$ cat config.mk
export PLATFORM = sky130hd
export DESIGN_NAME = nfc_ctrl
export DESIGN_NICKNAME = d
export VERILOG_FILES = /design/src/hw/nfc_sync2.v /design/src/hw/nfc_cycle.v /design/src/hw/nfc_ctrl.v
export VERILOG_INCLUDE_DIRS = /design/src /design/src/hw
export SDC_FILE = /design/constraint.sdc
export NUM_CORES = 1
export LEC_CHECK = 0
export ABC_AREA = 1
export BUFFER_PORTS_ARGS = -buffer_cell sky130_fd_sc_hd__buf_2
export CORE_MARGIN = 10
export CORE_UTILIZATION = 53
export CTS_BUF_LIST = sky130_fd_sc_hd__clkbuf_16
export CTS_CLUSTER_DIAMETER = 50
export DETAILED_ROUTE_END_ITERATION = 8
export GPL_ROUTABILITY_DRIVEN = 0
export PLACE_DENSITY_LB_ADDON = 0.25
export SLEW_MARGIN = 20
export SYNTH_ARGS = -nofsm -noshare
export SYNTH_HDL_FRONTEND = slang
export SYNTH_SLANG_ARGS = --single-unit
$ cat constraint.sdc
create_clock -name aclk -period 1.8 [get_ports aclk]
set_input_delay 0.18 -clock aclk [delete_from_list [all_inputs] [get_ports aclk]]
set_output_delay 0.18 -clock aclk [all_outputs]
set_load 0.005 [all_outputs]
$ cat src/hw/nfc_defines.vh
// Summary of operation
// - Erase: setup code then three address cycles
// - Erase starts only on confirm code
// - Dual-plane: setup plus address at most twice
// - Write read code before resuming array reads
// - Host masks status bits unused by operation
// - Identification code, zero address, six bytes
`ifndef NFC_DEFINES_VH
`define NFC_DEFINES_VH

// Device command codes
`define NFC_CMD_READ 8'h00
`define NFC_CMD_ERASE_SETUP 8'h60
`define NFC_CMD_ERASE_CONFIRM 8'hD0
`define NFC_CMD_STATUS_BASIC 8'h70
`define NFC_CMD_STATUS_PLANE 8'hF1
`define NFC_CMD_IDENT 8'h90
`define NFC_CMD_RESET 8'hFF
`define NFC_ADDR_IDENT 8'h00
`define NFC_ERASE_ADDR_CYCLES 2'd3
`define NFC_IDENT_BYTES 3'd6
`define NFC_STATUS_AFTER_RESET 8'hC0

// Status bit positions
`define NFC_ST_FAIL 0
`define NFC_ST_PLANE0_FAIL 1
`define NFC_ST_PLANE1_FAIL 2
`define NFC_ST_TRUE_READY 5
`define NFC_ST_READY 6
`define NFC_ST_WP_N 7
// Mask of bits meaningful after an erase
`define NFC_ERASE_STATUS_MASK 8'hC7

// Controller register byte offsets
`define NFC_REG_CTRL 8'h00
`define NFC_REG_BLOCK0 8'h04
`define NFC_REG_BLOCK1 8'h08
`define NFC_REG_STATUS 8'h0C
`define NFC_REG_RESULT 8'h10
`define NFC_REG_ID_LO 8'h14
`define NFC_REG_ID_HI 8'h18

// Control register fields (a one in bits 0 to 6 starts; bit 8 drives write_protect_n high, lifting write protect)
`define NFC_CTRL_ERASE 0
`define NFC_CTRL_DUAL 1
`define NFC_CTRL_STATUS 2
`define NFC_CTRL_PLANE_VIEW 3
`define NFC_CTRL_IDENT 4
`define NFC_CTRL_RESET 5
`define NFC_CTRL_READ 6
`define NFC_CTRL_WP_HIGH 8

// Controller status fields
`define NFC_STAT_BUSY 0
`define NFC_STAT_DONE 1
`define NFC_STAT_ERASE_FAIL 2
`define NFC_STAT_RDY_PIN 3

// Pin timing: the strobe low phase lasts this many ns; the high phase lasts two clocks longer
`define NFC_PHASE_NS 40
`define NFC_CLK_NS 40
`define NFC_PHASE_CYC ((`NFC_PHASE_NS + `NFC_CLK_NS - 1) / `NFC_CLK_NS)

`endif

$ cat src/hw/nfc_sync2.v
`timescale 1ns/1ns
`default_nettype none
module nfc_sync2 #(
  parameter WIDTH = 1
) (
  // Clock and reset
  input wire aclk,
  input wire aresetn,
  // Data
  input wire [WIDTH-1:0] din,
  output wire [WIDTH-1:0] dout
);
  reg [WIDTH-1:0] meta_ff;
  reg [WIDTH-1:0] sync_ff;
  always @(posedge aclk) begin
    if (!aresetn) begin
      meta_ff <= {WIDTH{1'b0}};
      sync_ff <= {WIDTH{1'b0}};
    end else begin
      meta_ff <= din;
      sync_ff <= meta_ff;
    end
  end
  assign dout = sync_ff;
endmodule // nfc_sync2
`default_nettype wire

$ cat src/hw/nfc_cycle.v
`timescale 1ns/1ns
`default_nettype none
`include "nfc_defines.vh"
// One bus cycle on the flash pins: command, address, write or read byte.
module nfc_cycle #(
  parameter PHASE = `NFC_PHASE_CYC
) (
  // Clock and reset
  input wire aclk,
  input wire aresetn,
  // Request
  input wire req,
  input wire [1:0] kind,
  input wire [7:0] wdata,
  output wire ack,
  output reg [7:0] rdata_ff,
  // Flash pins (synchronised input)
  input wire [7:0] io_in_sync,
  output reg [7:0] io_out_ff,
  output reg io_oe_ff,
  output reg cle_ff,
  output reg ale_ff,
  output reg write_strobe_n_ff,
  output reg read_strobe_n_ff
);
  // kind: 0 command, 1 address, 2 read
  localparam S_IDLE = 3'b001;
  localparam S_LOW = 3'b010;
  localparam S_HIGH = 3'b100;
  localparam [7:0] PH = PHASE;
  reg [2:0] state_ff;
  reg [7:0] cnt_ff;
  reg rd_ff;
  reg ack_ff;
  assign ack = ack_ff;

  always @(posedge aclk) begin
    if (!aresetn) begin
      state_ff <= S_IDLE;
      cnt_ff <= 8'h00;
      rd_ff <= 1'b0;
      ack_ff <= 1'b0;
      rdata_ff <= 8'h00;
      io_out_ff <= 8'h00;
      io_oe_ff <= 1'b0;
      cle_ff <= 1'b0;
      ale_ff <= 1'b0;
      write_strobe_n_ff <= 1'b1;
      read_strobe_n_ff <= 1'b1;
    end else begin
      ack_ff <= 1'b0;
      case (state_ff)
        S_IDLE: begin
          if (req && !ack_ff) begin
            rd_ff <= (kind == 2'd2);
            cle_ff <= (kind == 2'd0);
            ale_ff <= (kind == 2'd1);
            io_out_ff <= wdata;
            io_oe_ff <= (kind != 2'd2);
            write_strobe_n_ff <= (kind == 2'd2);
            read_strobe_n_ff <= (kind != 2'd2);
            cnt_ff <= PH;
            state_ff <= S_LOW;
          end
        end
        S_LOW: begin
          if (cnt_ff > 8'h01) begin
            cnt_ff <= cnt_ff - 8'h01;
          end else begin
            write_strobe_n_ff <= 1'b1;
            read_strobe_n_ff <= 1'b1;
            cnt_ff <= PH + 8'h02;
            state_ff <= S_HIGH;
          end
        end
        S_HIGH: begin
          if (cnt_ff > 8'h01) begin
            cnt_ff <= cnt_ff - 8'h01;
          end else begin
            // Sampled late: pin data needs two clocks through the synchroniser
            if (rd_ff) begin
              rdata_ff <= io_in_sync;
            end
            cle_ff <= 1'b0;
            ale_ff <= 1'b0;
            io_oe_ff <= 1'b0;
            ack_ff <= 1'b1;
            state_ff <= S_IDLE;
          end
        end
        default: state_ff <= S_IDLE;
      endcase
    end
  end
endmodule // nfc_cycle
`default_nettype wire

$ cat src/hw/nfc_ctrl.v
// The register offsets and the AXI4-Lite interface to the registers were chosen for this implementation.
`timescale 1ns/1ns
`default_nettype none
`include "nfc_defines.vh"
module nfc_ctrl (
  // Clock and reset
  input wire aclk,
  input wire aresetn,
  // AXI4-Lite write address
  input wire [7:0] s_axi_awaddr,
  input wire s_axi_awvalid,
  output wire s_axi_awready,
  // AXI4-Lite write data
  input wire [31:0] s_axi_wdata,
  input wire [3:0] s_axi_wstrb,
  input wire s_axi_wvalid,
  output wire s_axi_wready,
  // AXI4-Lite write response
  output reg [1:0] s_axi_bresp_ff,
  output reg s_axi_bvalid_ff,
  input wire s_axi_bready,
  // AXI4-Lite read address
  input wire [7:0] s_axi_araddr,
  input wire s_axi_arvalid,
  output wire s_axi_arready,
  // AXI4-Lite read data
  output reg [31:0] s_axi_rdata_ff,
  output reg [1:0] s_axi_rresp_ff,
  output reg s_axi_rvalid_ff,
  input wire s_axi_rready,
  // Flash pins
  input wire [7:0] io_in,
  output wire [7:0] io_out,
  output wire io_oe,
  output wire chip_select_n,
  output wire cle,
  output wire ale,
  output wire write_strobe_n,
  output wire read_strobe_n,
  output wire write_protect_n,
  input wire ready_busy_n
);
  localparam S_IDLE = 8'h01;
  localparam S_CMD = 8'h02;
  localparam S_ADDR = 8'h04;
  localparam S_CONF = 8'h08;
  localparam S_WAIT = 8'h10;
  localparam S_STAT = 8'h20;
  localparam S_IDRD = 8'h40;
  localparam S_DONE = 8'h80;

  wire [7:0] io_sync;
  wire rdy_sync;
  reg [7:0] state_ff;
  reg [15:0] ctrl_ff;
  reg [23:0] block0_ff;
  reg [23:0] block1_ff;
  reg [7:0] result_ff;
  reg [47:0] ident_ff;
  reg busy_ff;
  reg done_ff;
  reg fail_ff;
  reg second_ff;
  reg rst_pend_ff;
  reg [1:0] acnt_ff;
  reg [2:0] icnt_ff;
  reg [1:0] op_ff;
  reg aw_got_ff;
  reg w_got_ff;
  reg [7:0] awaddr_ff;
  reg [31:0] wdata_ff;
  reg cyc_req_ff;
  reg [1:0] cyc_kind_ff;
  reg [7:0] cyc_data_ff;
  wire cyc_ack;
  wire [7:0] cyc_rdata;
  // Op codes for the engine
  localparam [1:0] OP_ERASE = 2'd0;
  localparam [1:0] OP_STAT = 2'd1;
  localparam [1:0] OP_IDENT = 2'd2;
  localparam [1:0] OP_SIMPLE = 2'd3;

  nfc_sync2 #(.WIDTH(9)) u_sync (
    .aclk(aclk),
    .aresetn(aresetn),
    .din({ready_busy_n, io_in}),
    .dout({rdy_sync, io_sync})
  );

  nfc_cycle u_cycle (
    .aclk(aclk),
    .aresetn(aresetn),
    .req(cyc_req_ff),
    .kind(cyc_kind_ff),
    .wdata(cyc_data_ff),
    .ack(cyc_ack),
    .rdata_ff(cyc_rdata),
    .io_in_sync(io_sync),
    .io_out_ff(io_out),
    .io_oe_ff(io_oe),
    .cle_ff(cle),
    .ale_ff(ale),
    .write_strobe_n_ff(write_strobe_n),
    .read_strobe_n_ff(read_strobe_n)
  );

  assign chip_select_n = 1'b0;
  assign write_protect_n = ctrl_ff[`NFC_CTRL_WP_HIGH];

  ////////////////////////////////////////////////////////////////////////
  // Register write side
  assign s_axi_awready = !aw_got_ff && !s_axi_bvalid_ff;
  assign s_axi_wready = !w_got_ff && !s_axi_bvalid_ff;
  wire wr_fire = aw_got_ff && w_got_ff && !s_axi_bvalid_ff;
  wire start = wr_fire && (awaddr_ff == `NFC_REG_CTRL) && !busy_ff;

  always @(posedge aclk) begin
    if (!aresetn) begin
      aw_got_ff <= 1'b0;
      w_got_ff <= 1'b0;
      awaddr_ff <= 8'h00;
      wdata_ff <= 32'h00000000;
      s_axi_bvalid_ff <= 1'b0;
      s_axi_bresp_ff <= 2'b00;
      ctrl_ff <= 16'h0100;
      block0_ff <= 24'h000000;
      block1_ff <= 24'h000000;
    end else begin
      if (s_axi_awvalid && s_axi_awready) begin
        aw_got_ff <= 1'b1;
        awaddr_ff <= s_axi_awaddr;
      end
      if (s_axi_wvalid && s_axi_wready) begin
        w_got_ff <= 1'b1;
        wdata_ff <= s_axi_wdata;
      end
      if (wr_fire) begin
        aw_got_ff <= 1'b0;
        w_got_ff <= 1'b0;
        s_axi_bvalid_ff <= 1'b1;
        s_axi_bresp_ff <= 2'b00;
        case (awaddr_ff)
          `NFC_REG_CTRL: begin
            // Writes while busy are refused except a reset request
            if (!busy_ff || wdata_ff[`NFC_CTRL_RESET]) begin
              ctrl_ff <= wdata_ff[15:0];
            end else begin
              s_axi_bresp_ff <= 2'b10;
            end
          end
          `NFC_REG_BLOCK0: block0_ff <= wdata_ff[23:0];
          `NFC_REG_BLOCK1: block1_ff <= wdata_ff[23:0];
          default: s_axi_bresp_ff <= 2'b10;
        endcase
      end else if (s_axi_bvalid_ff && s_axi_bready) begin
        s_axi_bvalid_ff <= 1'b0;
      end
    end
  end

  ////////////////////////////////////////////////////////////////////////
  // Register read side
  assign s_axi_arready = !s_axi_rvalid_ff;
  always @(posedge aclk) begin
    if (!aresetn) begin
      s_axi_rvalid_ff <= 1'b0;
      s_axi_rdata_ff <= 32'h00000000;
      s_axi_rresp_ff <= 2'b00;
    end else if (s_axi_arvalid && s_axi_arready) begin
      s_axi_rvalid_ff <= 1'b1;
      s_axi_rresp_ff <= 2'b00;
      case (s_axi_araddr)
        `NFC_REG_CTRL: s_axi_rdata_ff <= {16'h0000, ctrl_ff};
        `NFC_REG_BLOCK0: s_axi_rdata_ff <= {8'h00, block0_ff};
        `NFC_REG_BLOCK1: s_axi_rdata_ff <= {8'h00, block1_ff};
        `NFC_REG_STATUS: s_axi_rdata_ff <= {28'h0000000, rdy_sync, fail_ff, done_ff, busy_ff};
        `NFC_REG_RESULT: s_axi_rdata_ff <= {24'h000000, result_ff};
        `NFC_REG_ID_LO: s_axi_rdata_ff <= ident_ff[31:0];
        `NFC_REG_ID_HI: s_axi_rdata_ff <= {16'h0000, ident_ff[47:32]};
        default: begin
          s_axi_rdata_ff <= 32'h00000000;
          s_axi_rresp_ff <= 2'b10;
        end
      endcase
    end else if (s_axi_rvalid_ff && s_axi_rready) begin
      s_axi_rvalid_ff <= 1'b0;
    end
  end

  ////////////////////////////////////////////////////////////////////////
  // Command engine
  wire [23:0] cur_block = second_ff ? block1_ff : block0_ff;
  wire [7:0] start_cmd =
    wdata_ff[`NFC_CTRL_RESET] ? `NFC_CMD_RESET :
    wdata_ff[`NFC_CTRL_ERASE] ? `NFC_CMD_ERASE_SETUP :
    wdata_ff[`NFC_CTRL_IDENT] ? `NFC_CMD_IDENT :
    wdata_ff[`NFC_CTRL_STATUS] ?
      (wdata_ff[`NFC_CTRL_PLANE_VIEW] ? `NFC_CMD_STATUS_PLANE : `NFC_CMD_STATUS_BASIC) :
    `NFC_CMD_READ;
  wire [1:0] start_op =
    wdata_ff[`NFC_CTRL_RESET] ? OP_SIMPLE :
    wdata_ff[`NFC_CTRL_ERASE] ? OP_ERASE :
    wdata_ff[`NFC_CTRL_IDENT] ? OP_IDENT :
    wdata_ff[`NFC_CTRL_STATUS] ? OP_STAT : OP_SIMPLE;
  wire any_go = |wdata_ff[6:0];
  wire rst_go = wr_fire && (awaddr_ff == `NFC_REG_CTRL) && wdata_ff[`NFC_CTRL_RESET];
  wire rst_now = (rst_go || rst_pend_ff) && (!cyc_req_ff || cyc_ack);

  always @(posedge aclk) begin
    if (!aresetn) begin
      state_ff <= S_IDLE;
      busy_ff <= 1'b0;
      done_ff <= 1'b0;
      fail_ff <= 1'b0;
      second_ff <= 1'b0;
      acnt_ff <= 2'd0;
      icnt_ff <= 3'd0;
      op_ff <= OP_SIMPLE;
      result_ff <= `NFC_STATUS_AFTER_RESET;
      ident_ff <= 48'h000000000000;
      cyc_req_ff <= 1'b0;
      cyc_kind_ff <= 2'd0;
      cyc_data_ff <= 8'h00;
      rst_pend_ff <= 1'b0;
    end else if (rst_now || (start && any_go && !cyc_req_ff)) begin
      // Reset waits for the pin cycle in flight, then cuts in, even over a reset
      busy_ff <= 1'b1;
      done_ff <= 1'b0;
      fail_ff <= 1'b0;
      second_ff <= 1'b0;
      rst_pend_ff <= 1'b0;
      op_ff <= rst_now ? OP_SIMPLE : start_op;
      cyc_kind_ff <= 2'd0;
      cyc_data_ff <= rst_now ? `NFC_CMD_RESET : start_cmd;
      cyc_req_ff <= 1'b1;
      state_ff <= S_CMD;
    end else begin
      rst_pend_ff <= rst_pend_ff | rst_go;
      case (state_ff)
        S_IDLE: cyc_req_ff <= 1'b0;
        S_CMD: begin
          if (cyc_ack) begin
            acnt_ff <= 2'd0;
            icnt_ff <= 3'd0;
            if (op_ff == OP_ERASE) begin
              // Page bits are sent as written in the block register; the device drops them anyway
              cyc_kind_ff <= 2'd1;
              cyc_data_ff <= cur_block[7:0];
              state_ff <= S_ADDR;
            end else if (op_ff == OP_IDENT) begin
              cyc_kind_ff <= 2'd1;
              cyc_data_ff <= `NFC_ADDR_IDENT;
              state_ff <= S_ADDR;
            end else if (op_ff == OP_STAT) begin
              cyc_kind_ff <= 2'd2;
              state_ff <= S_STAT;
            end else begin
              cyc_req_ff <= 1'b0;
              state_ff <= S_WAIT;
            end
          end
        end
        S_ADDR: begin
          if (cyc_ack) begin
            if (op_ff == OP_IDENT) begin
              cyc_kind_ff <= 2'd2;
              state_ff <= S_IDRD;
            end else if (acnt_ff + 2'd1 < `NFC_ERASE_ADDR_CYCLES) begin
              acnt_ff <= acnt_ff + 2'd1;
              cyc_data_ff <= (acnt_ff == 2'd0) ? cur_block[15:8] : cur_block[23:16];
            end else if (ctrl_ff[`NFC_CTRL_DUAL] && !second_ff) begin
              // Second plane gets its own setup, never more than two
              second_ff <= 1'b1;
              acnt_ff <= 2'd0;
              cyc_kind_ff <= 2'd0;
              cyc_data_ff <= `NFC_CMD_ERASE_SETUP;
              state_ff <= S_CMD;
            end else begin
              cyc_kind_ff <= 2'd0;
              cyc_data_ff <= `NFC_CMD_ERASE_CONFIRM;
              state_ff <= S_CONF;
            end
          end
        end
        S_CONF: begin
          if (cyc_ack) begin
            cyc_req_ff <= 1'b0;
            state_ff <= S_WAIT;
          end
        end
        S_WAIT: begin
          // Allow the device time to pull busy low through the synchroniser
          if (acnt_ff != 2'd3) begin
            acnt_ff <= acnt_ff + 2'd1;
          end else if (rdy_sync) begin
            if (op_ff == OP_ERASE) begin
              cyc_req_ff <= 1'b1;
              cyc_kind_ff <= 2'd0;
              cyc_data_ff <= `NFC_CMD_STATUS_BASIC;
              op_ff <= OP_STAT;
              state_ff <= S_CMD;
            end else begin
              state_ff <= S_DONE;
            end
          end
        end
        S_STAT: begin
          if (cyc_ack) begin
            cyc_req_ff <= 1'b0;
            result_ff <= cyc_rdata;
            // Only bits meaningful for the erase are judged
            fail_ff <= cyc_rdata[`NFC_ST_FAIL] & ctrl_ff[`NFC_CTRL_ERASE];
            state_ff <= S_DONE;
          end
        end
        S_IDRD: begin
          if (cyc_ack) begin
            ident_ff <= {cyc_rdata, ident_ff[47:8]};
            icnt_ff <= icnt_ff + 3'd1;
            if (icnt_ff + 3'd1 == `NFC_IDENT_BYTES) begin
              cyc_req_ff <= 1'b0;
              state_ff <= S_DONE;
            end
          end
        end
        S_DONE: begin
          // Cells cut off by a reset are treated as undefined by software
          busy_ff <= 1'b0;
          done_ff <= 1'b1;
          cyc_req_ff <= 1'b0;
          state_ff <= S_IDLE;
        end
        default: state_ff <= S_IDLE;
      endcase
    end
  end
endmodule // nfc_ctrl
`default_nettype wire

After elaboration in Yosys (flattened, before gate mapping)
Cells that the tools add are included.

operators by class
  bitwise operators = 8
  equal/unequal tests = 62
  mux-type cells = 110
  $lt $le $gt $ge = 2
  add/subtract/negate cells = 3
  reduce and logical (&&, ||, !) cells = 76

operators with widths
  cell                                            count
  2-to-1 mux 8 bit                                32
  one-hot mux 32 bit (7 select lines)             1
  2-to-1 mux 2 bit                                29
  one-hot mux 8 bit (7 select lines)              1
  one-hot mux 8 bit (3 select lines)              2
  == test 8 x 4 -> 1 bit (second input constant)  4
  == test 8 x 5 -> 1 bit (second input constant)  4
  != test 3 bit (second input constant)           9
  == test 8 x 3 -> 1 bit (second input constant)  3
  2-to-1 mux 1 bit                                24
  2-to-1 mux 24 bit                               1
  AND reduction 3 bit                             8
  != test 2 bit (second input constant)           11
  AND reduction 10 bit                            2
  2-to-1 mux 6 bit                                3
  != test 3 x 2 -> 1 bit (second input constant)  6
  nonzero test 2 bit                              9
  logical AND 1 bit                               17
  logical NOT 8 bit                               2
  != test 2 x 1 -> 1 bit (second input constant)  8
  AND reduction 8 bit                             2
  2-to-1 mux 3 bit                                5
  OR reduction 7 bit                              2
  != test 4 bit (second input constant)           3
  other kinds (38)                                73

word-level totals
  input bits = 68
  logic and storage cells = 301
  flip-flop bits (word level) = 275
  output and inout bits = 56

Depth between registers and ports, before layout
  depth after elaboration = 9
  gate-level depth with buffers = 13
  depth with buffers taken out = 13

Hierarchy
Synthesis repeated with hierarchy kept, for this count alone.

second synthesis, totals
  cells, all modules = 1823
  area total of the unflattened synthesis = 12404.4 µm²

modules (own cells, without submodules)
  module     area each (µm²)  sequential area each (µm²)  instances  cells an instance
  nfc_ctrl   10284.9          4424.2                      1          1553
  nfc_cycle  1590.3           680.7                       1          214
  nfc_sync2  529.3            360.3                       1          56

Least setup slack after synthesis
Ideal clock, no wire load.

  path type = flip-flop to flip-flop
  from = reg u_cycle.cnt_ff[0]
  to = reg u_cycle.rdata_ff[6]
  required time = 1681 ps
  stages on the path, launching flop included = 11
  setup time = 119 ps
  arrival time = 1634 ps
  path buffers = 1
  clock period less this slack = 1753 ps
  setup slack = 47 ps
  cells stage by stage = dfxtp_1 inv_1 ha_1 nor2_1 nor3_1 inv_1 nor2_1 nand2_1 buf_2 o21ai_0 a21oi_1

on the way
  longest elaborated chain between the ends = 3

RTL lines
  element                                 line            RTL
  start, declared                         nfc_cycle.v:32  reg [7:0] cnt_ff;
  start signal, assigned                  nfc_cycle.v:68  cnt_ff <= cnt_ff - 8'h01;
  start signal, assigned                  nfc_cycle.v:72  cnt_ff <= PH + 8'h02;
  start signal, assigned                  nfc_cycle.v:78  cnt_ff <= cnt_ff - 8'h01;
  greater-than comparator 8 x 1 -> 1 bit  nfc_cycle.v:77  if (cnt_ff > 8'h01) begin
  NOT 1 bit (no source line)              --
  AND reduction 3 bit (no source line)    --
  end signal, assigned                    nfc_cycle.v:82  rdata_ff <= io_in_sync;
  end, declared                           nfc_cycle.v:16  output reg [7:0] rdata_ff,

No other way between the ends.
A chain may end at the register's enable or synchronous reset.

Final worst setup path
  from = reg wdata_ff[3]
  to = reg ident_ff[27]

on the way
  longest elaborated chain between the ends = 6

RTL lines
  element                               line            RTL
  start, declared                       nfc_ctrl.v:71   reg [31:0] wdata_ff;
  start signal, assigned                nfc_ctrl.v:135  wdata_ff <= s_axi_wdata;
  OR reduction 7 bit                    nfc_ctrl.v:205  wire any_go = |wdata_ff[6:0];
  logical AND 1 bit (2 in a row)        nfc_ctrl.v:225  end else if (rst_now || (start && any_go && !cyc_req_ff)) begin
  logical OR 1 bit                      nfc_ctrl.v:225
  NOT 1 bit (no source line)            --
  AND reduction 3 bit (no source line)  --
  end signal, assigned                  nfc_ctrl.v:318  ident_ff <= {cyc_rdata, ident_ff[47:8]};
  end, declared                         nfc_ctrl.v:59   reg [47:0] ident_ff;

No other way between the ends.

==> summary.md <==
| Metric | Value |
|---|---|
| Worst reg2reg path depth | `11` |
| RR Endpoint | `ident_ff[27]$_SDFFE_PN0P_` |
| Total gr overflow | `0` |
| Vias | `12,400` |
| Clock Sinks | `about 270` |
| Iteration-0 DRC Markers | `approximately 1,100` |
| # rows | `55` |
| H-tree depth | `2` |
| Hold path startpoint | `aresetn` |
| Power Internal | `11.3 mW` |
| Synth top area cells | `dfxtp_1 (45%), nand2_1 (11%), nor2_1 (11%), o21ai_0 (7.2%), inv_1 (6.2%)` |
| Placed Instances | `2,227` |
| Arr. time, crit path | `2.24 ns` |
| CTS tree | `done` |
| Share of the synthesized area in the top cell type | `0.452` |
| Wire length per cell | `15.4 µm` |
| Drt total wl | `35,900 µm` |
| Crit path largest cell delay | `0.32 ns` |
| Worst reg2reg startpoint | `wdata_ff[3]$_SDFFE_PN0P_` |
| Slowest-stage cell, CP | `dfxtp_2` |
| Nets | `2,106` |
| Cells after synthesis | `1,779` |
| Die area | `0.0293 mm²` |
| Post-synth top cells | `nand2_1 (365), nor2_1 (353), dfxtp_1 (273), inv_1 (201), o21ai_0 (174)` |
| Core box area | `approximately 0.023 mm²` |
| CTS root buf | `clkbuf_16` |
| Pwr Density | `977 mW/mm²` |
| Number of synthesized flops with an enable pin | `0` |
| FFs w/ async S/R, synth | `0` |
| Count leader, synth | `nand2_1` |
| Initial antenna violation count | `0` |
| Finished Layout Cells | `2,335` |
| Min Hold Slack | `0.140 ns` |
| Worst-case clock buffer depth | `3` |
| CP endpoint kind | `register` |
| Worst Setup Path Type | `reg -> reg` |
| Skew-Pair Late Insertion Delay | `between 0.5 and 0.6 ns` |
| CP Max Fanout | `20` |
| Area delta synth->final | `30.4%` |
| P_sw | `a little over 4 mW` |
| Register area share after synthesis | `0.452` |
| Buffers and inverters on the worst path | `2` |
| Largest net degree at the start of global routing | `81` |
| Synth cell types | `40` |
| DP HPWL | `24,700 µm` |
| Slew Limit Fails | `0` |
| Combinational Power Share | `0.136` |
| Final worst-path cycle share | `0.999` |
| Clk_skew | `0.0323 ns` |
| Die Y | `171 µm` |
| RSZ-0062 raised after global routing | `yes` |
| Hold WC Path Type | `in -> reg` |
| Vias in the first global route | `11,500` |
| Hold path depth | `3` |
| Yosys warns | `0` |
| Mapped cell area | `0.0121 mm²` |
| Crit path max-delay family | `simple AND/OR/NAND/NOR gates` |
| Primary FF master, synth | `dfxtp_1` |
| Boundary Pins | `124` |
| Via/cell ratio | `about 5.3` |
| Startpoint types | `register` |
| Final min period | `between 1.5 and 2 ns` |
| Worst Hold End | `u_cycle.state_ff[0]$_SDFFE_PN1P_` |
| Worst-path cell chain | `nor3_2, nand3_1, nand2_2, nor2_4, a21oi_4, nand3_4, buf_12, buf_4, nand2_1, nand2_1, nor2_1` |
| Die W | `171 µm` |
| Max-cap violation count | `0` |
| Maximum clock frequency | `556 MHz` |
| GRT Util Overall | `0.237` |
| Flop pwr share | `0.416` |
| Worst path required time | `2.24 ns` |
| Synthesis-stage register bit count | `between 200 and 300` |
| # setup viols final | `0` |
| Status | `finished, final reports clean` |
| Share of cells above drive strength 1 | `0.194` |
| Total power | `15.4 mW` |
| Synth Area per Inst | `6.80 µm²` |
| Final Hold Fails | `0` |
| Initial DRT Pass Iterations | `5` |
| Clock transition at path regs | `0.06 ns` |
| Most frequent CP cell | `nand2_1` |
| Effective utilization at floorplan | `0.536` |
| Peak VDD IR | `0.654 mV` |
| Area leader, netlist | `dfxtp_1` |
| Clock power frac | `0.448` |
| Switching Share | `0.266` |
| IO Port Bufs | `108` |
| Leak | `7.39 nW` |
| Final ANT Viol Nets | `0` |
| Reg2Reg Setup Slack | `0.001 ns` |
| DR DRC count | `0` |
| N_diodes | `0` |
| First-pass GRT wire length | `approximately 57,000 µm` |
| Inserted Clock Buffers | `34` |
==> timing repair <==
item,4_1_cts,5_1_grt
endpoints found under the hold margin,43,0
pin swaps,1,22
setup endpoints to repair,29,141
gates cloned,0,1
resized for setup,14,92
hold buffers,43,0
setup buffers,0,3
==> stage by stage <==
step           setup WS [ns]  utilization  setup TNS, ns  area [µm²]
6_report             0.00106        0.699              0       15800
4_1_cts              -0.0136        0.685        -0.0172       15500
5_1_grt              -0.0822        0.699          -1.47       15800
2_1_floorplan         0.0469            -              0       12100
3_3_place_gp         -0.0348        0.614         -0.167       13900
3_5_place_dp          -0.128        0.614         -0.937       13900
==> cell type report <==
| class | instances | area, µm² |
|---|---|---|
| clock inverters | 26 | 269 |
| fillers | 1858 | 6800 |
| flip-flops and latches | 273 | 5470 |
| well taps | 285 | 357 |
| repair buffers | 293 | 2250 |
| inverters | 203 | 766 |
| clock buffers | 35 | 876 |
| multi-input cells | 1220 | 5780 |
==> flip-flops by register name, indices dropped and copies added, names as in the netlist, 2 cells and up <==
signal / cells
ctrl_ff: 16
result_ff: 8
u_cycle.io_out_ff: 8
icnt_ff: 3
block1_ff: 24
cyc_kind_ff: 2
u_cycle.cnt_ff: 8
u_cycle.rdata_ff: 8
state_ff: 8
s_axi_rdata_ff: 32
u_sync.dout: 9
cyc_data_ff: 8
block0_ff: 24
u_cycle.state_ff: 3
wdata_ff: 24
u_sync.meta_ff: 9
op_ff: 2
ident_ff: 48
awaddr_ff: 8
acnt_ff: 2
==> logic make-up (layout without fill, tap and decap cells) <==
family	count (synthesis)	count (layout)	share of synthesized area
fa+ha+maj	13	13	0.0135
buf+inv	289	557	0.0939
flops	273	273	0.452
other cells	1	3	0.000310
compound gates	357	357	0.157
simple gates	844	845	0.282
xor+xnor	2	2	0.00145
==> power by group through the flow <==
stage	combinational, mW	sequential [mW]	clock (mW)
floorplan	0.998	6.50	0
global placement	1.64	6.51	0
detailed placement	1.67	6.52	0
CTS	1.79	6.39	6.98
global route	2.32	6.43	7.26
finish	2.09	6.41	6.91
==> how the worst max path moves through the flow <==
stage                     cells past startpoint                                to                      startpoint
after floorplan                              10  u_cycle.rdata_ff[6]$_SDFFE_PN0P_  u_cycle.cnt_ff[0]$_SDFFE_PN0P_
after global placement                       10          state_ff[5]$_SDFFE_PP0P_        state_ff[7]$_SDFFE_PP0P_
after detailed placement                     10          state_ff[7]$_SDFFE_PP0P_       awaddr_ff[5]$_SDFFE_PN0P_
after CTS                                    12       cyc_data_ff[5]$_SDFFE_PN0P_        state_ff[1]$_SDFFE_PN0P_
after global routing                         10         result_ff[6]$_SDFFE_PN1P_        state_ff[3]$_SDFFE_PP0P_
final                                        11         ident_ff[27]$_SDFFE_PN0P_        wdata_ff[3]$_SDFFE_PN0P_
==> placed cells by master, fill, tap and decap left out, types with 3 or more instances in the layout <==
cell           synthesis  final
a21oi_1              136    135
a31oi_1                3      3
buf_12                 0     15
buf_2                 16    107
buf_4                  6    121
buf_6                  1      7
bufinv_16              0      4
clkbuf_16              0     35
clkinv_1               2      5
clkinv_2               0      5
clkinvlp_4             0      3
conb_1                 1      3
dfxtp_1              273    268
dfxtp_2                0      5
dlygate4sd3_1          0     43
ha_1                  13     11
inv_1                201    194
inv_2                  0      9
inv_6                  0      8
nand2_1              365    341
nand2_2                2     22
nand2_4                0      5
nand3_1               65     63
nand3_4                0      3
nand3b_1               6      6
nand4_1               12     12
nor2_1               353    331
nor2_2                 4     19
nor2_4                 2      9
nor3_1                24     18
nor3_2                 1      7
o211ai_1              18     18
o21ai_0              174    167
o21ai_1                2      9
o22ai_1               13     12
==> tightest hold or removal path: stages <==
cell and delay (ns):
buf_4 0.12, buf_12 0.20, nand2_1 0.09
==> metal layers <==
metal	track usage	vias up	share of wire
li1	-	6170	-
met1	0.297	5654	0.42
met2	0.399	473	0.48
met3	0.0461	71	0.076
met4	0.0783	0	0.029
met5	0	-	0
(Power assumes the default switching activity.)
